$ cat src/common/shift_unit_consts.vh
/*
 * constants for the shift and carry unit: opcodes, widths, state counts.
 * assumes inclusion by bare name from the design files.
 */
`ifndef SHIFT_UNIT_CONSTS_VH
`define SHIFT_UNIT_CONSTS_VH

// ****************************************************************
// opcodes
// ****************************************************************
`define OP_SET_CARRY 8'hF9
`define OP_LEFT_WORD 8'h09
`define OP_LEFT_BYTE 8'h19
`define OP_LEFT_DOUBLE 8'h0D
`define OP_LRIGHT_WORD 8'h08
`define OP_LRIGHT_BYTE 8'h18
`define OP_ARIGHT_WORD 8'h0A
`define OP_ARIGHT_BYTE 8'h1A
`define OP_ARIGHT_DOUBLE 8'h0E

// ****************************************************************
// widths, kinds, count sources
// ****************************************************************
`define W_BYTE 2'h0
`define W_WORD 2'h1
`define W_DOUBLE 2'h2
`define K_LEFT 2'h0
`define K_LRIGHT 2'h1
`define K_ARIGHT 2'h2
`define K_SET_CARRY_OP 2'h3
`define IMM_MAX 8'h0F
`define REG_ADDR_MIN 8'h10

// ****************************************************************
// instruction lengths and state counts
// ****************************************************************
`define SHIFT_BYTES 2'h3
`define SET_CARRY_OP_BYTES 2'h1
`define SET_CARRY_OP_STATES 6'h04
`define SHIFT_BASE_STATES 6'h07
`define ZERO_SHIFT_STATES 6'h08

`endif

$ cat src/verilog/shift_and_carry_unit.v
/*
 * shift and carry unit: set-carry and byte/word/double shifts, one
 * bit per state, with carry, sticky and zero flag updates.
 * assumes the decoder presents opcode, count byte and operands with
 * a one-cycle start strobe; one enabled clock cycle stands for one state.
 */
`timescale 1ns/1ps
`default_nettype none
`include "shift_unit_consts.vh"

module shift_and_carry_unit (
    input wire clock_i,
    input wire nrst_i,
    input wire enable_i,
    input wire start_i,
    input wire [7:0] opcode_i,
    input wire [7:0] count_byte_i,
    input wire [7:0] count_reg_data_i,
    input wire [31:0] operand_i,
    input wire carry_i,
    input wire sticky_i,
    input wire zero_i,
    output reg busy_o,
    output reg done_o,
    output reg illegal_o,
    output reg [31:0] result_o,
    output reg carry_flag_o,
    output reg sticky_flag_o,
    output reg zero_flag_o,
    output reg write_result_o,
    output reg [1:0] length_o,
    output reg [5:0] states_o,
    output reg [7:0] count_reg_addr_o
);

    // ****************************************************************
    // reset release
    // ****************************************************************
    reg rst_meta;
    reg rst_sync;

    always @(posedge clock_i or negedge nrst_i) begin
        if (!nrst_i) begin
            rst_meta <= 1'b0;
            rst_sync <= 1'b0;
        end else begin
            rst_meta <= 1'b1;
            rst_sync <= rst_meta;
        end
    end

    wire rst_n = rst_sync;

    // ****************************************************************
    // decode
    // ****************************************************************
    wire dec_valid;
    wire [1:0] dec_kind;
    wire [1:0] dec_width;

    shift_decode u_decode (
        .opcode_i(opcode_i),
        .valid_o(dec_valid),
        .kind_o(dec_kind),
        .width_o(dec_width)
    );

    // masks the operand to its width so unused bits never leak into flags
    function [31:0] width_mask;
        input [1:0] w;
        begin
            case (w)
                `W_BYTE: width_mask = 32'h000000FF;
                `W_WORD: width_mask = 32'h0000FFFF;
                default: width_mask = 32'hFFFFFFFF;
            endcase
        end
    endfunction

    function sign_of;
        input [1:0] w;
        input [31:0] v;
        begin
            case (w)
                `W_BYTE: sign_of = v[7];
                `W_WORD: sign_of = v[15];
                default: sign_of = v[31];
            endcase
        end
    endfunction

    // ****************************************************************
    // state machine
    // ****************************************************************
    localparam ST_IDLE = 2'h0;
    localparam ST_SHIFT = 2'h1;
    localparam ST_TAIL = 2'h2;

    reg [1:0] state;
    reg [1:0] kind;
    reg [1:0] width;
    reg [4:0] remain;
    reg [5:0] tail;
    reg fill_bit;
    reg [31:0] data;
    reg carry;
    reg sticky;
    reg zero;

    // immediate counts sit below 16; anything else names a register
    wire count_is_imm = (count_byte_i <= `IMM_MAX);
    wire [4:0] start_count = count_is_imm ? count_byte_i[4:0]
                                          : count_reg_data_i[4:0];
    wire [31:0] masked_op = operand_i & width_mask(dec_width);
    wire top_bit = sign_of(width, data);

    reg [31:0] next_data;
    reg next_carry;
    reg next_sticky;

    // one shift step; sticky sees the carry held before this step
    always @* begin
        next_data = data;
        next_carry = carry;
        next_sticky = sticky;
        case (kind)
            `K_LEFT: begin
                next_carry = top_bit;
                next_data = (data << 1) & width_mask(width);
            end
            `K_LRIGHT: begin
                next_carry = data[0];
                next_sticky = sticky | carry;
                next_data = data >> 1;
            end
            `K_ARIGHT: begin
                next_carry = data[0];
                next_sticky = sticky | carry;
                next_data = data >> 1;
                case (width)
                    `W_BYTE: next_data[7] = fill_bit;
                    `W_WORD: next_data[15] = fill_bit;
                    default: next_data[31] = fill_bit;
                endcase
            end
            default: next_data = data;
        endcase
    end

    always @(posedge clock_i or negedge rst_n) begin
        if (!rst_n) begin
            state <= ST_IDLE;
            kind <= `K_LEFT;
            width <= `W_WORD;
            remain <= 5'h00;
            tail <= 6'h00;
            fill_bit <= 1'b0;
            data <= 32'h00000000;
            carry <= 1'b0;
            sticky <= 1'b0;
            zero <= 1'b0;
            busy_o <= 1'b0;
            done_o <= 1'b0;
            illegal_o <= 1'b0;
            result_o <= 32'h00000000;
            carry_flag_o <= 1'b0;
            sticky_flag_o <= 1'b0;
            zero_flag_o <= 1'b0;
            write_result_o <= 1'b0;
            length_o <= 2'h0;
            states_o <= 6'h00;
            count_reg_addr_o <= 8'h00;
        end else if (enable_i) begin
            done_o <= 1'b0;
            write_result_o <= 1'b0;
            illegal_o <= 1'b0;
            case (state)
                ST_IDLE: begin
                    if (start_i && !dec_valid) begin
                        illegal_o <= 1'b1;
                    end else if (start_i && dec_kind == `K_SET_CARRY_OP) begin
                        // four states, only carry changes
                        carry <= 1'b1;
                        sticky <= sticky_i;
                        zero <= zero_i;
                        kind <= dec_kind;
                        length_o <= `SET_CARRY_OP_BYTES;
                        states_o <= `SET_CARRY_OP_STATES;
                        tail <= `SET_CARRY_OP_STATES - 6'h02;
                        busy_o <= 1'b1;
                        state <= ST_TAIL;
                    end else if (start_i) begin
                        kind <= dec_kind;
                        width <= dec_width;
                        data <= masked_op;
                        fill_bit <= sign_of(dec_width, masked_op);
                        remain <= start_count;
                        // an old carry was never shifted in, so a right
                        // shift must not let it set sticky on step one
                        carry <= (dec_kind != `K_LEFT && start_count != 5'h00)
                                 ? 1'b0 : carry_i;
                        zero <= zero_i;
                        // right shifts restart sticky; left leaves it
                        sticky <= (dec_kind == `K_LEFT) ? sticky_i
                                                         : 1'b0;
                        count_reg_addr_o <= count_byte_i;
                        length_o <= `SHIFT_BYTES;
                        states_o <= (start_count == 5'h00)
                                    ? `ZERO_SHIFT_STATES
                                    : `SHIFT_BASE_STATES
                                      + {1'b0, start_count};
                        // setup state plus final state; the rest is tail
                        tail <= (start_count == 5'h00)
                                ? `ZERO_SHIFT_STATES - 6'h02
                                : `SHIFT_BASE_STATES - 6'h02;
                        busy_o <= 1'b1;
                        state <= (start_count == 5'h00) ? ST_TAIL : ST_SHIFT;
                    end
                end
                ST_SHIFT: begin
                    data <= next_data;
                    carry <= next_carry;
                    sticky <= next_sticky;
                    remain <= remain - 5'h01;
                    if (remain == 5'h01) begin
                        state <= ST_TAIL;
                    end
                end
                ST_TAIL: begin
                    if (tail == 6'h00) begin
                        busy_o <= 1'b0;
                        done_o <= 1'b1;
                        carry_flag_o <= carry;
                        sticky_flag_o <= sticky;
                        if (kind == `K_SET_CARRY_OP) begin
                            zero_flag_o <= zero;
                        end else begin
                            result_o <= data;
                            write_result_o <= 1'b1;
                            zero_flag_o <= (data == 32'h00000000);
                        end
                        state <= ST_IDLE;
                    end else begin
                        tail <= tail - 6'h01;
                    end
                end
                default: state <= ST_IDLE;
            endcase
        end
    end

endmodule // shift_and_carry_unit
`default_nettype wire

$ cat src/verilog/shift_decode.v
/*
 * opcode decoder for the shift and carry unit.
 * assumes a registered opcode from the instruction fetch logic.
 */
`timescale 1ns/1ps
`default_nettype none
`include "shift_unit_consts.vh"

module shift_decode (
    input wire [7:0] opcode_i,
    output reg valid_o,
    output reg [1:0] kind_o,
    output reg [1:0] width_o
);

    always @* begin
        valid_o = 1'b1;
        kind_o = `K_LEFT;
        width_o = `W_WORD;
        case (opcode_i)
            `OP_SET_CARRY: kind_o = `K_SET_CARRY_OP;
            `OP_LEFT_WORD: width_o = `W_WORD;
            `OP_LEFT_BYTE: width_o = `W_BYTE;
            `OP_LEFT_DOUBLE: width_o = `W_DOUBLE;
            `OP_LRIGHT_WORD: kind_o = `K_LRIGHT;
            `OP_LRIGHT_BYTE: begin
                kind_o = `K_LRIGHT;
                width_o = `W_BYTE;
            end
            `OP_ARIGHT_WORD: kind_o = `K_ARIGHT;
            `OP_ARIGHT_BYTE: begin
                kind_o = `K_ARIGHT;
                width_o = `W_BYTE;
            end
            `OP_ARIGHT_DOUBLE: begin
                kind_o = `K_ARIGHT;
                width_o = `W_DOUBLE;
            end
            default: valid_o = 1'b0;
        endcase
    end

endmodule // shift_decode
`default_nettype wire
$ cat config.mk
export PLATFORM = sky130hd
export DESIGN_NAME = shift_and_carry_unit
export DESIGN_NICKNAME = d
export VERILOG_FILES = /design/src/verilog/shift_and_carry_unit.v /design/src/verilog/shift_decode.v
export VERILOG_INCLUDE_DIRS = /design/src /design/src/common
export SDC_FILE = /design/constraint.sdc
export NUM_CORES = 1
export LEC_CHECK = 0
export ABC_AREA = 0
export BUFFER_PORTS_ARGS = -buffer_cell sky130_fd_sc_hd__buf_4
export CAP_MARGIN = 0
export CORE_MARGIN = 5
export CORE_UTILIZATION = 59
export CTS_CLUSTER_DIAMETER = 80
export DETAILED_ROUTE_END_ITERATION = 6
export PLACE_DENSITY = 0.84
export SLEW_MARGIN = 10
export SYNTH_ARGS = -nofsm -noshare
export SYNTH_HDL_FRONTEND = slang
export SYNTH_SLANG_ARGS = --single-unit
$ cat constraint.sdc
create_clock -name clock_i -period 9.4 [get_ports clock_i]
set_input_delay 2.35 -clock clock_i [delete_from_list [all_inputs] [get_ports clock_i]]
set_output_delay 2.35 -clock clock_i [all_outputs]
set_load 0.1 [all_outputs]
==> results of run 1 <==
==> cells in the mapped netlist, types with 3 or more instances <==
master / number / area share (%)
sky130_fd_sc_hd__a22o_1: 6 / 0.93
sky130_fd_sc_hd__nand3_1: 5 / 0.44
sky130_fd_sc_hd__xnor2_1: 3 / 0.47
sky130_fd_sc_hd__ha_1: 10 / 2.2
sky130_fd_sc_hd__mux2_2: 42 / 8.4
sky130_fd_sc_hd__a221o_1: 8 / 1.4
sky130_fd_sc_hd__nor2_1: 33 / 2.2
sky130_fd_sc_hd__a21oi_1: 29 / 2.6
sky130_fd_sc_hd__o21ai_0: 51 / 4.5
sky130_fd_sc_hd__mux2_1: 8 / 1.6
sky130_fd_sc_hd__o31ai_1: 7 / 0.93
sky130_fd_sc_hd__dfrtp_1: 109 / 48
sky130_fd_sc_hd__nor4_1: 11 / 1.2
sky130_fd_sc_hd__or4_1: 5 / 0.66
sky130_fd_sc_hd__and3_1: 3 / 0.33
sky130_fd_sc_hd__nor3_1: 7 / 0.62
sky130_fd_sc_hd__a2bb2oi_1: 3 / 0.47
sky130_fd_sc_hd__nand2_1: 56 / 3.7
sky130_fd_sc_hd__a22oi_1: 17 / 2.3
sky130_fd_sc_hd__o21ai_1: 16 / 1.4
sky130_fd_sc_hd__inv_1: 16 / 1.1
sky130_fd_sc_hd__nand2b_1: 5 / 0.55
sky130_fd_sc_hd__and2_1: 3 / 0.33
sky130_fd_sc_hd__buf_4: 5 / 0.66
sky130_fd_sc_hd__mux2i_1: 6 / 1.1
sky130_fd_sc_hd__a222oi_1: 7 / 1.2
sky130_fd_sc_hd__clkbuf_1: 21 / 1.4
==> area by class of cell <==
class / instances / area share (%)
inverter: 16 / 0.891
timing repair buffer: 119 / 13.2
multi-input combinational: 389 / 39.9
sequential: 110 / 40.9
clock inverter: 7 / 0.835
tap: 129 / 2.39
clock buffer: 9 / 1.84
==> routing by layer <==
layer	track usage (%)	vias up
met5	0	-
met4	7.94	0
met3	4.26	29
met2	42.1	194
met1	33.4	2365
li1	-	2216
==> logic make-up after synthesis <==
logic type               count (synthesis)
AO/OA/AOI/OAI                          171
adder cells (fa/ha/maj)                 10
buffers and inverters                   47
AND/OR/NAND/NOR                        148
multiplexers                            56
other                                    1
flip-flops                             110
XOR/XNOR                                 3
==> how the worst max path moves through the flow <==
stage / cells past startpoint / end / slack, ps
6_report: 10 / tail[0]$_DFFE_PN0P_ / 4620
5_1_grt: 10 / tail[0]$_DFFE_PN0P_ / 4490
4_1_cts: 10 / tail[0]$_DFFE_PN0P_ / 4660
3_5_place_dp: 10 / tail[0]$_DFFE_PN0P_ / 4270
3_3_place_gp: 10 / tail[0]$_DFFE_PN0P_ / 4300
2_1_floorplan: 10 / carry$_DFFE_PN0P_ / 4720
==> power groups by stage <==
| stage | registers [mW] | clock network [mW] | logic (mW) |
|---|---|---|---|
| floorplan | 0.714 | 0 | 0.334 |
| global placement | 0.653 | 0 | 0.528 |
| detailed placement | 0.661 | 0 | 0.550 |
| CTS | 0.653 | 0.271 | 0.554 |
| global route | 0.668 | 0.292 | 0.610 |
| finish | 0.656 | 0.268 | 0.557 |
==> state kept, by name, summed over array words and instances (netlist names), 2 cells and up <==
signal            cells
result_o             32
remain                5
state                 2
states_o              6
length_o              2
data                 32
tail                  6
count_reg_addr_o      8
width                 2
kind                  2
==> through the flow <==
stage          utilization, %  power, mW
4_1_cts                  72.6       1.48
5_1_grt                  72.6       1.57
2_1_floorplan               -       1.05
3_3_place_gp             70.7       1.18
6_report                 72.6       1.48
3_5_place_dp             70.7       1.21
==> run metrics, run 1 <==
largest stage delay on the critical path=700 ps; placer's final routability congestion estimate=0.905; cell-by-cell listing of the critical path=buf_4 > or4_1 > mux2_2 > inv_1 > ha_1 > nor3b_1 > mux2i_1 > o31ai_1 > a2111o_1 > o211ai_1; max-slew violation count=0; count of antenna-violating nets left after detailed routing=0; RSZ-0062 raised after global routing=no; R2R Setup Slk=6210 ps; master of the slowest instance on the critical path=sky130_fd_sc_hd__or4_1; Min-Delay Startpoint=rst_meta$_DFF_PN0_; worst setup skew after layout=14.0 ps; number of non-filler instances in the completed layout=779; time the worst path needs with I/O delays and setup=4780 ps; number of instances on the worst hold path=0; number of optimization iterations in the first detailed-route pass=6; wire length on met3=917 µm; Post-Synth Simple-Gate Area=13.4%; outcome=complete, no violations; number of global-route vias before repair=4816; layout cell share with drive strength beyond 1=29.7%; switching power as a share of total power=42.6%; root buffer selected by CTS=sky130_fd_sc_hd__clkbuf_8; post-synthesis sequential element count=110; routed wire length per instance=18.2 µm; depth of the worst register-to-register path=8; largest net degree at the start of global routing=65; Multi-input gate area=2690 µm²; worst flop-to-flop path endpoint=result_o[19]$_DFFE_PN0P_; number of antenna violations at the first check in global routing=0; maximum buffer depth of the clock tree=2; via count=4804; launching element type of the critical path=primary input; total internal power=849 µW; maximum frequency from static timing analysis=0.209 GHz; number of synthesized flops with an enable pin=0; part of the power in registers=44.3%; Post-Route Hold Slack=367 ps; commonest non-fill, non-tap cells in the layout=119 x sky130_fd_sc_hd__buf_4, 108 x sky130_fd_sc_hd__dfrtp_1, 56 x sky130_fd_sc_hd__nand2_1; half-perimeter wire length of the detailed placement result=10200 µm; 1st-iter DRT viols=279; net count of the mapped netlist=619; net count of the finished layout=718; starting utilization of the core area=60.8%; Layout fillers=714; Hold Path Class=reg2reg; clock-pin slew reported for the worst setup and hold paths after clock tree synthesis=110 ps; xor-xnor portion of the synthesized cell area=0.465%; fraction of the mapped netlist area in adder cells=2.22%; Slew Limit Headroom=32.7%; area fraction in compound gates after synthesis=20.3%; Met1 Wirelength=5820 µm; count of input and output buffers=114; post-placement setup slack=4270 ps; switching pwr=632 µW; Detailed Route WL=14200 µm; arrival time worst endpoint=5060 ps; post_cts resized=0; number of maximum-capacitance constraint violations=0; part of the power in the clock network=18.1%; part of the Yosys area used for sequential elements=48.8%; Worst EP required=9690 ps; cell count after placement=763; element type at the critical path end=register; via-per-instance ratio=6.17; number of cells produced by synthesis=546; maximum fanout encountered on the critical timing path=8; FP Rows=35; most common cell after layout, fill and taps aside=sky130_fd_sc_hd__buf_4; asr flop ratio synth=100%; count of buffer and inverter cells on the critical path=2; final sum of negative setup slack=0 ps; wire length of the first global-routing pass=23500 µm; post-synth design cell area=5650 µm²; clock latency reported for the late side of the worst-skew pair=370 ps; post-synthesis mux area share=11.0%; Netlist cell types=68; maximum vdd drop=118 µV; sequential standard cell area=2760 µm²; ratio of final minimum period to clock period=50.8%; I/O Pins=118; final standard cell area without fillers=6740 µm²; largest family of logic cells by synthesized area=compound AO/OA/AOI/OAI gates; TritonCTS clock tree=yes; overflow left after global routing=0; area post-placement=6560 µm²; hold bufs inserted after CTS=0; # diodes=0; die footprint=11600 µm²; critical setup path kind=in2reg; worst setup margin=4620 ps; final count of hold timing violations=0; transition time of the tightest slew-check pin=1010 ps; Top Layer Used=met4; total DRC errors in the routed layout=0; Syn Area/Cell=10.3 µm²; Reg-to-Reg Start=tail[0]$_DFFE_PN0P_; worst-case hold path end point=rst_n$_DFF_PN0_; Vert. Die Dim=108 µm; pwr/cell area=220 nW/µm²; Top Family by Delay on Critical Path=simple AND/OR/NAND/NOR gates; Comb power frac=37.6%; Inserted Clock Buffers=9; area delta synth->final=19.4%; clock sinks=110; Finish-stage setup viols=0; Die X=108 µm; total of warnings raised by yosys=0; Core Area=9280 µm²; combined global-route utilization of all metal layers=25.2%; CP startpoint=count_byte_i[7]; commonest register cell after synthesis=sky130_fd_sc_hd__dfrtp_1; # H-tree levels=3; Lkg Pwr=3.21 nW; met2 WL=7130 µm; Post-CTS Setup Inserts=0
Note: power is estimated with default switching activity, not from simulation.
==> inputs of run 2 (changes only) <==
Settings changed: CORE_UTILIZATION 59 to 50, PLACE_DENSITY 0.84 to 0.76.
Clock period 9.4 ns to 4.25 ns, I/O delays scaled along.
==> run 2 against run 1 <==
  * Final area rose by 2.0%
  * Critical path depth unchanged
  * Flip-flop and latch count unchanged
  * Clock-buffer cell count increased by 1
  * Via count is 1.3% lower
  * Highest routed layer unchanged
==> run metrics, run 2 (same netlist as run 1, synthesis figures left out) <==
placer's final routability congestion estimate=0.887; met2 WL=6970 µm; number of instances on the worst hold path=0; Multi-input gate area=2690 µm²; post-placement setup slack=368 ps; layout cell share with drive strength beyond 1=29.8%; count of input and output buffers=114; launching element type of the critical path=primary input; Hold Path Class=reg2reg; largest registers=data: 32 flops, result_o: 32 flops, count_reg_addr_o: 8 flops; die footprint=13500 µm²; Vert. Die Dim=116 µm; arrival time worst endpoint=3850 ps; maximum frequency from static timing analysis=0.276 GHz; critical setup path kind=in2reg; net count of the finished layout=719; element type at the critical path end=register; overflow left after global routing=0; via-per-instance ratio=5.99; Inserted Clock Buffers=9; clock-pin slew reported for the worst setup and hold paths after clock tree synthesis=70 ps; combined global-route utilization of all metal layers=21.7%; Core Area=10900 µm²; most common cell after layout, fill and taps aside=sky130_fd_sc_hd__buf_4; sequential standard cell area=2760 µm²; worst setup margin=631 ps; TritonCTS clock tree=yes; wire length on met3=970 µm; Layout fillers=902; wire length of the first global-routing pass=23600 µm; number of maximum-capacitance constraint violations=0; Post-CTS Setup Inserts=0; post_cts resized=0; Top Layer Used=met4; max-slew violation count=0; # H-tree levels=3; starting utilization of the core area=51.6%; half-perimeter wire length of the detailed placement result=10200 µm; number of antenna violations at the first check in global routing=0; Met1 Wirelength=6110 µm; final count of hold timing violations=0; commonest non-fill, non-tap cells in the layout=119 x sky130_fd_sc_hd__buf_4, 108 x sky130_fd_sc_hd__dfrtp_1, 56 x sky130_fd_sc_hd__nand2_1; Min-Delay Startpoint=rst_meta$_DFF_PN0_; clock sinks=110; transition time of the tightest slew-check pin=1070 ps; Worst EP required=4480 ps; time the worst path needs with I/O delays and setup=3620 ps; total DRC errors in the routed layout=0; FP Rows=38; Detailed Route WL=14300 µm; number of optimization iterations in the first detailed-route pass=5; via count=4741; maximum fanout encountered on the critical timing path=8; clock latency reported for the late side of the worst-skew pair=350 ps; maximum vdd drop=269 µV; count of antenna-violating nets left after detailed routing=0; worst setup skew after layout=9.10 ps; # diodes=0; Reg-to-Reg Start=tail[1]$_DFFE_PN0P_; Die X=116 µm; pwr/cell area=505 nW/µm²; routed wire length per instance=18.1 µm; root buffer selected by CTS=sky130_fd_sc_hd__clkbuf_16; RSZ-0062 raised after global routing=no; Finish-stage setup viols=0; largest net degree at the start of global routing=81; depth of the worst register-to-register path=8; ratio of final minimum period to clock period=85.2%; final sum of negative setup slack=0 ps; area delta synth->final=21.9%; hold bufs inserted after CTS=0; CP startpoint=count_byte_i[7]; Lkg Pwr=3.26 nW; final total power=3.48 mW; outcome=complete, no violations; 1st-iter DRT viols=319; maximum buffer depth of the clock tree=2; Slew Limit Headroom=28.8%; I/O Pins=118; number of global-route vias before repair=4708
run 2: worst paths after layout:
kind	endpoint	slack, ps
worst max-delay path	carry$_DFFE_PN0P_	630
worst min-delay path	rst_n$_DFF_PN0_	350
max in group asynchronous	state[1]$_DFFE_PN0P_	2780
worst min register to register	rst_n$_DFF_PN0_	350
min in group asynchronous	rst_meta$_DFF_PN0_	480
worst max register to register	result_o[25]$_DFFE_PN0P_	1260
run 2: layout make-up:
class | count | share of cell area (%)
clock buffers | 10 | 3.47
clock inverters | 6 | 0.655
inverters | 16 | 0.873
multi-input cells | 389 | 39.1
flip-flops and latches | 110 | 40.1
well taps | 140 | 2.55
repair buffers | 120 | 13.3
run 2: routing by layer:
layer	vias to the layer above	global-route usage (%)
met5	-	0
met4	0	7.81
met3	18	3.78
met2	181	34.0
met1	2324	30.3
li1	2218	-
run 2: worst max-delay path, cell delays in order:
cell and delay (ps):
sky130_fd_sc_hd__buf_4 120, sky130_fd_sc_hd__or4_1 720, sky130_fd_sc_hd__mux2_2 350, sky130_fd_sc_hd__inv_1 70
sky130_fd_sc_hd__ha_1 220, sky130_fd_sc_hd__nor3b_1 160, sky130_fd_sc_hd__mux2i_1 370, sky130_fd_sc_hd__o21ai_0 170
sky130_fd_sc_hd__a221o_1 350, sky130_fd_sc_hd__mux2_2 260
run 2: metrics by stage:
step / instance area, µm² / hold slack, ps / cells / utilization [%]
floorplan: 5650 / 331 / 546 / -
global placement: 6600 / 340 / 775 / 60.3
CTS: 6880 / 351 / 791 / 62.9
global route: 6880 / 376 / 791 / 62.9
finish: 6880 / 349 / 791 / 62.9
detailed placement: 6600 / 335 / 775 / 60.3
run 2: power breakdown:
group | leakage, nW | internal [mW] | total (mW) | switching [mW]
combinational | 1.67 | 0.439 | 1.23 | 0.786
sequential | 1.46 | 1.22 | 1.45 | 0.228
clock | 0.131 | 0.416 | 0.804 | 0.388
total | 3.26 | 2.07 | 3.48 | 1.40
==> inputs of run 3 (changes only) <==
Settings changed: PLACE_DENSITY 0.76 to 0.74.
==> run 3 against run 2 <==
  * Final area up 0.36%
  * Via count up 0.36%
  * Clock power up 9.2%
  * Die area unchanged
  * Worst setup slack better by 80 ps
  * Largest power group unchanged
  * Utilization up 0.23 points
  * Clock-buffer cell count up 1
  * Critical endpoint unchanged
==> run metrics, run 3 (same netlist as run 1, synthesis figures left out) <==
outcome=complete, no violations; Detailed Route WL=14400 µm; maximum frequency from static timing analysis=0.283 GHz; Inserted Clock Buffers=9; final count of hold timing violations=0; R2R Setup Slk=1200 ps; 1st-iter DRT viols=319; Reg-to-Reg Start=tail[0]$_DFFE_PN0P_; largest net degree at the start of global routing=69; Post-CTS Setup Inserts=0; # diodes=0; number of maximum-capacitance constraint violations=0; wire length of the first global-routing pass=23700 µm; final total power=3.56 mW; Vert. Die Dim=116 µm; die footprint=13500 µm²; starting utilization of the core area=51.6%; cell-by-cell listing of the critical path=buf_4 > or4_1 > mux2_2 > inv_1 > ha_1 > nor3b_1 > mux2i_1 > o21ai_0 > a221o_1 > mux2_2; Min-Delay Startpoint=rst_meta$_DFF_PN0_; Die X=116 µm; most common cell after layout, fill and taps aside=sky130_fd_sc_hd__buf_4; time the worst path needs with I/O delays and setup=3540 ps; launching element type of the critical path=primary input; count of input and output buffers=114; Top Family by Delay on Critical Path=multiplexers; via-per-instance ratio=6.02; FP Rows=38; maximum vdd drop=280 µV; pwr/cell area=515 nW/µm²; combined global-route utilization of all metal layers=22.0%; clock-pin slew reported for the worst setup and hold paths after clock tree synthesis=70 ps; Multi-input gate area=2690 µm²; root buffer selected by CTS=sky130_fd_sc_hd__clkbuf_16; max-slew violation count=0; half-perimeter wire length of the detailed placement result=10300 µm; element type at the critical path end=register; count of antenna-violating nets left after detailed routing=0; clock sinks=110; number of optimization iterations in the first detailed-route pass=5; number of non-filler instances in the completed layout=791; cell count after placement=775; final cell utilization of the core=63.2%; worst setup skew after layout=7.15 ps; number of instances on the worst hold path=0; net count of the finished layout=719; critical setup path kind=in2reg; area post-placement=6600 µm²; total DRC errors in the routed layout=0; maximum fanout encountered on the critical timing path=8; transition time of the tightest slew-check pin=977 ps; number of global-route vias before repair=4711; hold bufs inserted after CTS=0; final sum of negative setup slack=0 ps; largest stage delay on the critical path=710 ps; worst-case hold path end point=rst_n$_DFF_PN0_; RSZ-0062 raised after global routing=no; layout cell share with drive strength beyond 1=29.8%; area delta synth->final=22.3%; Slew Limit Headroom=34.8%; placer's final routability congestion estimate=0.868; post_cts resized=0; maximum buffer depth of the clock tree=2; depth of the worst register-to-register path=8; largest registers=data: 32 flops, result_o: 32 flops, count_reg_addr_o: 8 flops; TritonCTS clock tree=yes; ratio of final minimum period to clock period=83.3%; Core Area=10900 µm²; worst flop-to-flop path endpoint=result_o[14]$_DFFE_PN0P_; Hold Path Class=reg2reg; # H-tree levels=3; I/O Pins=118; clock latency reported for the late side of the worst-skew pair=340 ps; arrival time worst endpoint=3770 ps; master of the slowest instance on the critical path=sky130_fd_sc_hd__or4_1; crit-path most repeated cell=sky130_fd_sc_hd__mux2_2; commonest non-fill, non-tap cells in the layout=119 x sky130_fd_sc_hd__buf_4, 108 x sky130_fd_sc_hd__dfrtp_1, 56 x sky130_fd_sc_hd__nand2_1; Worst EP required=4480 ps; Lkg Pwr=3.28 nW; via count=4758; number of antenna violations at the first check in global routing=0; Finish-stage setup viols=0; Layout fillers=906; routed wire length per instance=18.2 µm; count of buffer and inverter cells on the critical path=2; final standard cell area without fillers=6910 µm²; sequential standard cell area=2760 µm²; overflow left after global routing=0
[run 3: cell types whose count changed in the layout (fill, tap and decap cells not counted), sizes merged]
cell | before | now
clkinvlp | 3 | 1
clkbuf | 10 | 11
bufinv | 0 | 1
[run 3: per-stage QoR]
step	hold slack [ps]	setup slack (ps)
3_5_place_dp	341	413
6_report	357	710
2_1_floorplan	331	854
5_1_grt	370	628
4_1_cts	359	768
3_3_place_gp	339	476
[run 3: layer usage]
metal | global-route usage [%] | vias up | wire length, µm
met5 | 0 | - | 0
met4 | 8.35 | 0 | 312
met3 | 3.78 | 29 | 925
met2 | 35.3 | 178 | 7040
met1 | 29.9 | 2317 | 6150
li1 | - | 2234 | -
[run 3: how the worst max path moves through the flow]
| stage | cells after the start | end | from |
|---|---|---|---|
| 6_report | 10 | carry$_DFFE_PN0P_ | count_byte_i[7] |
| 5_1_grt | 10 | carry$_DFFE_PN0P_ | count_byte_i[7] |
| 4_1_cts | 10 | carry$_DFFE_PN0P_ | count_byte_i[7] |
| 3_5_place_dp | 10 | carry$_DFFE_PN0P_ | count_byte_i[7] |
| 3_3_place_gp | 10 | carry$_DFFE_PN0P_ | count_byte_i[7] |
| 2_1_floorplan | 10 | carry$_DFFE_PN0P_ | count_byte_i[7] |
[run 3: final cells by class]
cell class | instances | share of cell area, %
inverters | 16 | 0.870
clock buffers | 11 | 3.66
repair buffers | 120 | 13.2
flip-flops and latches | 110 | 39.9
well taps | 140 | 2.54
multi-input cells | 389 | 39.0
clock inverters | 5 | 0.815
[run 3: report_power, final]
group / internal [mW] / total (mW) / switching, mW
logic: 0.442 / 1.23 / 0.791
clock network: 0.490 / 0.878 / 0.388
registers: 1.22 / 1.45 / 0.229
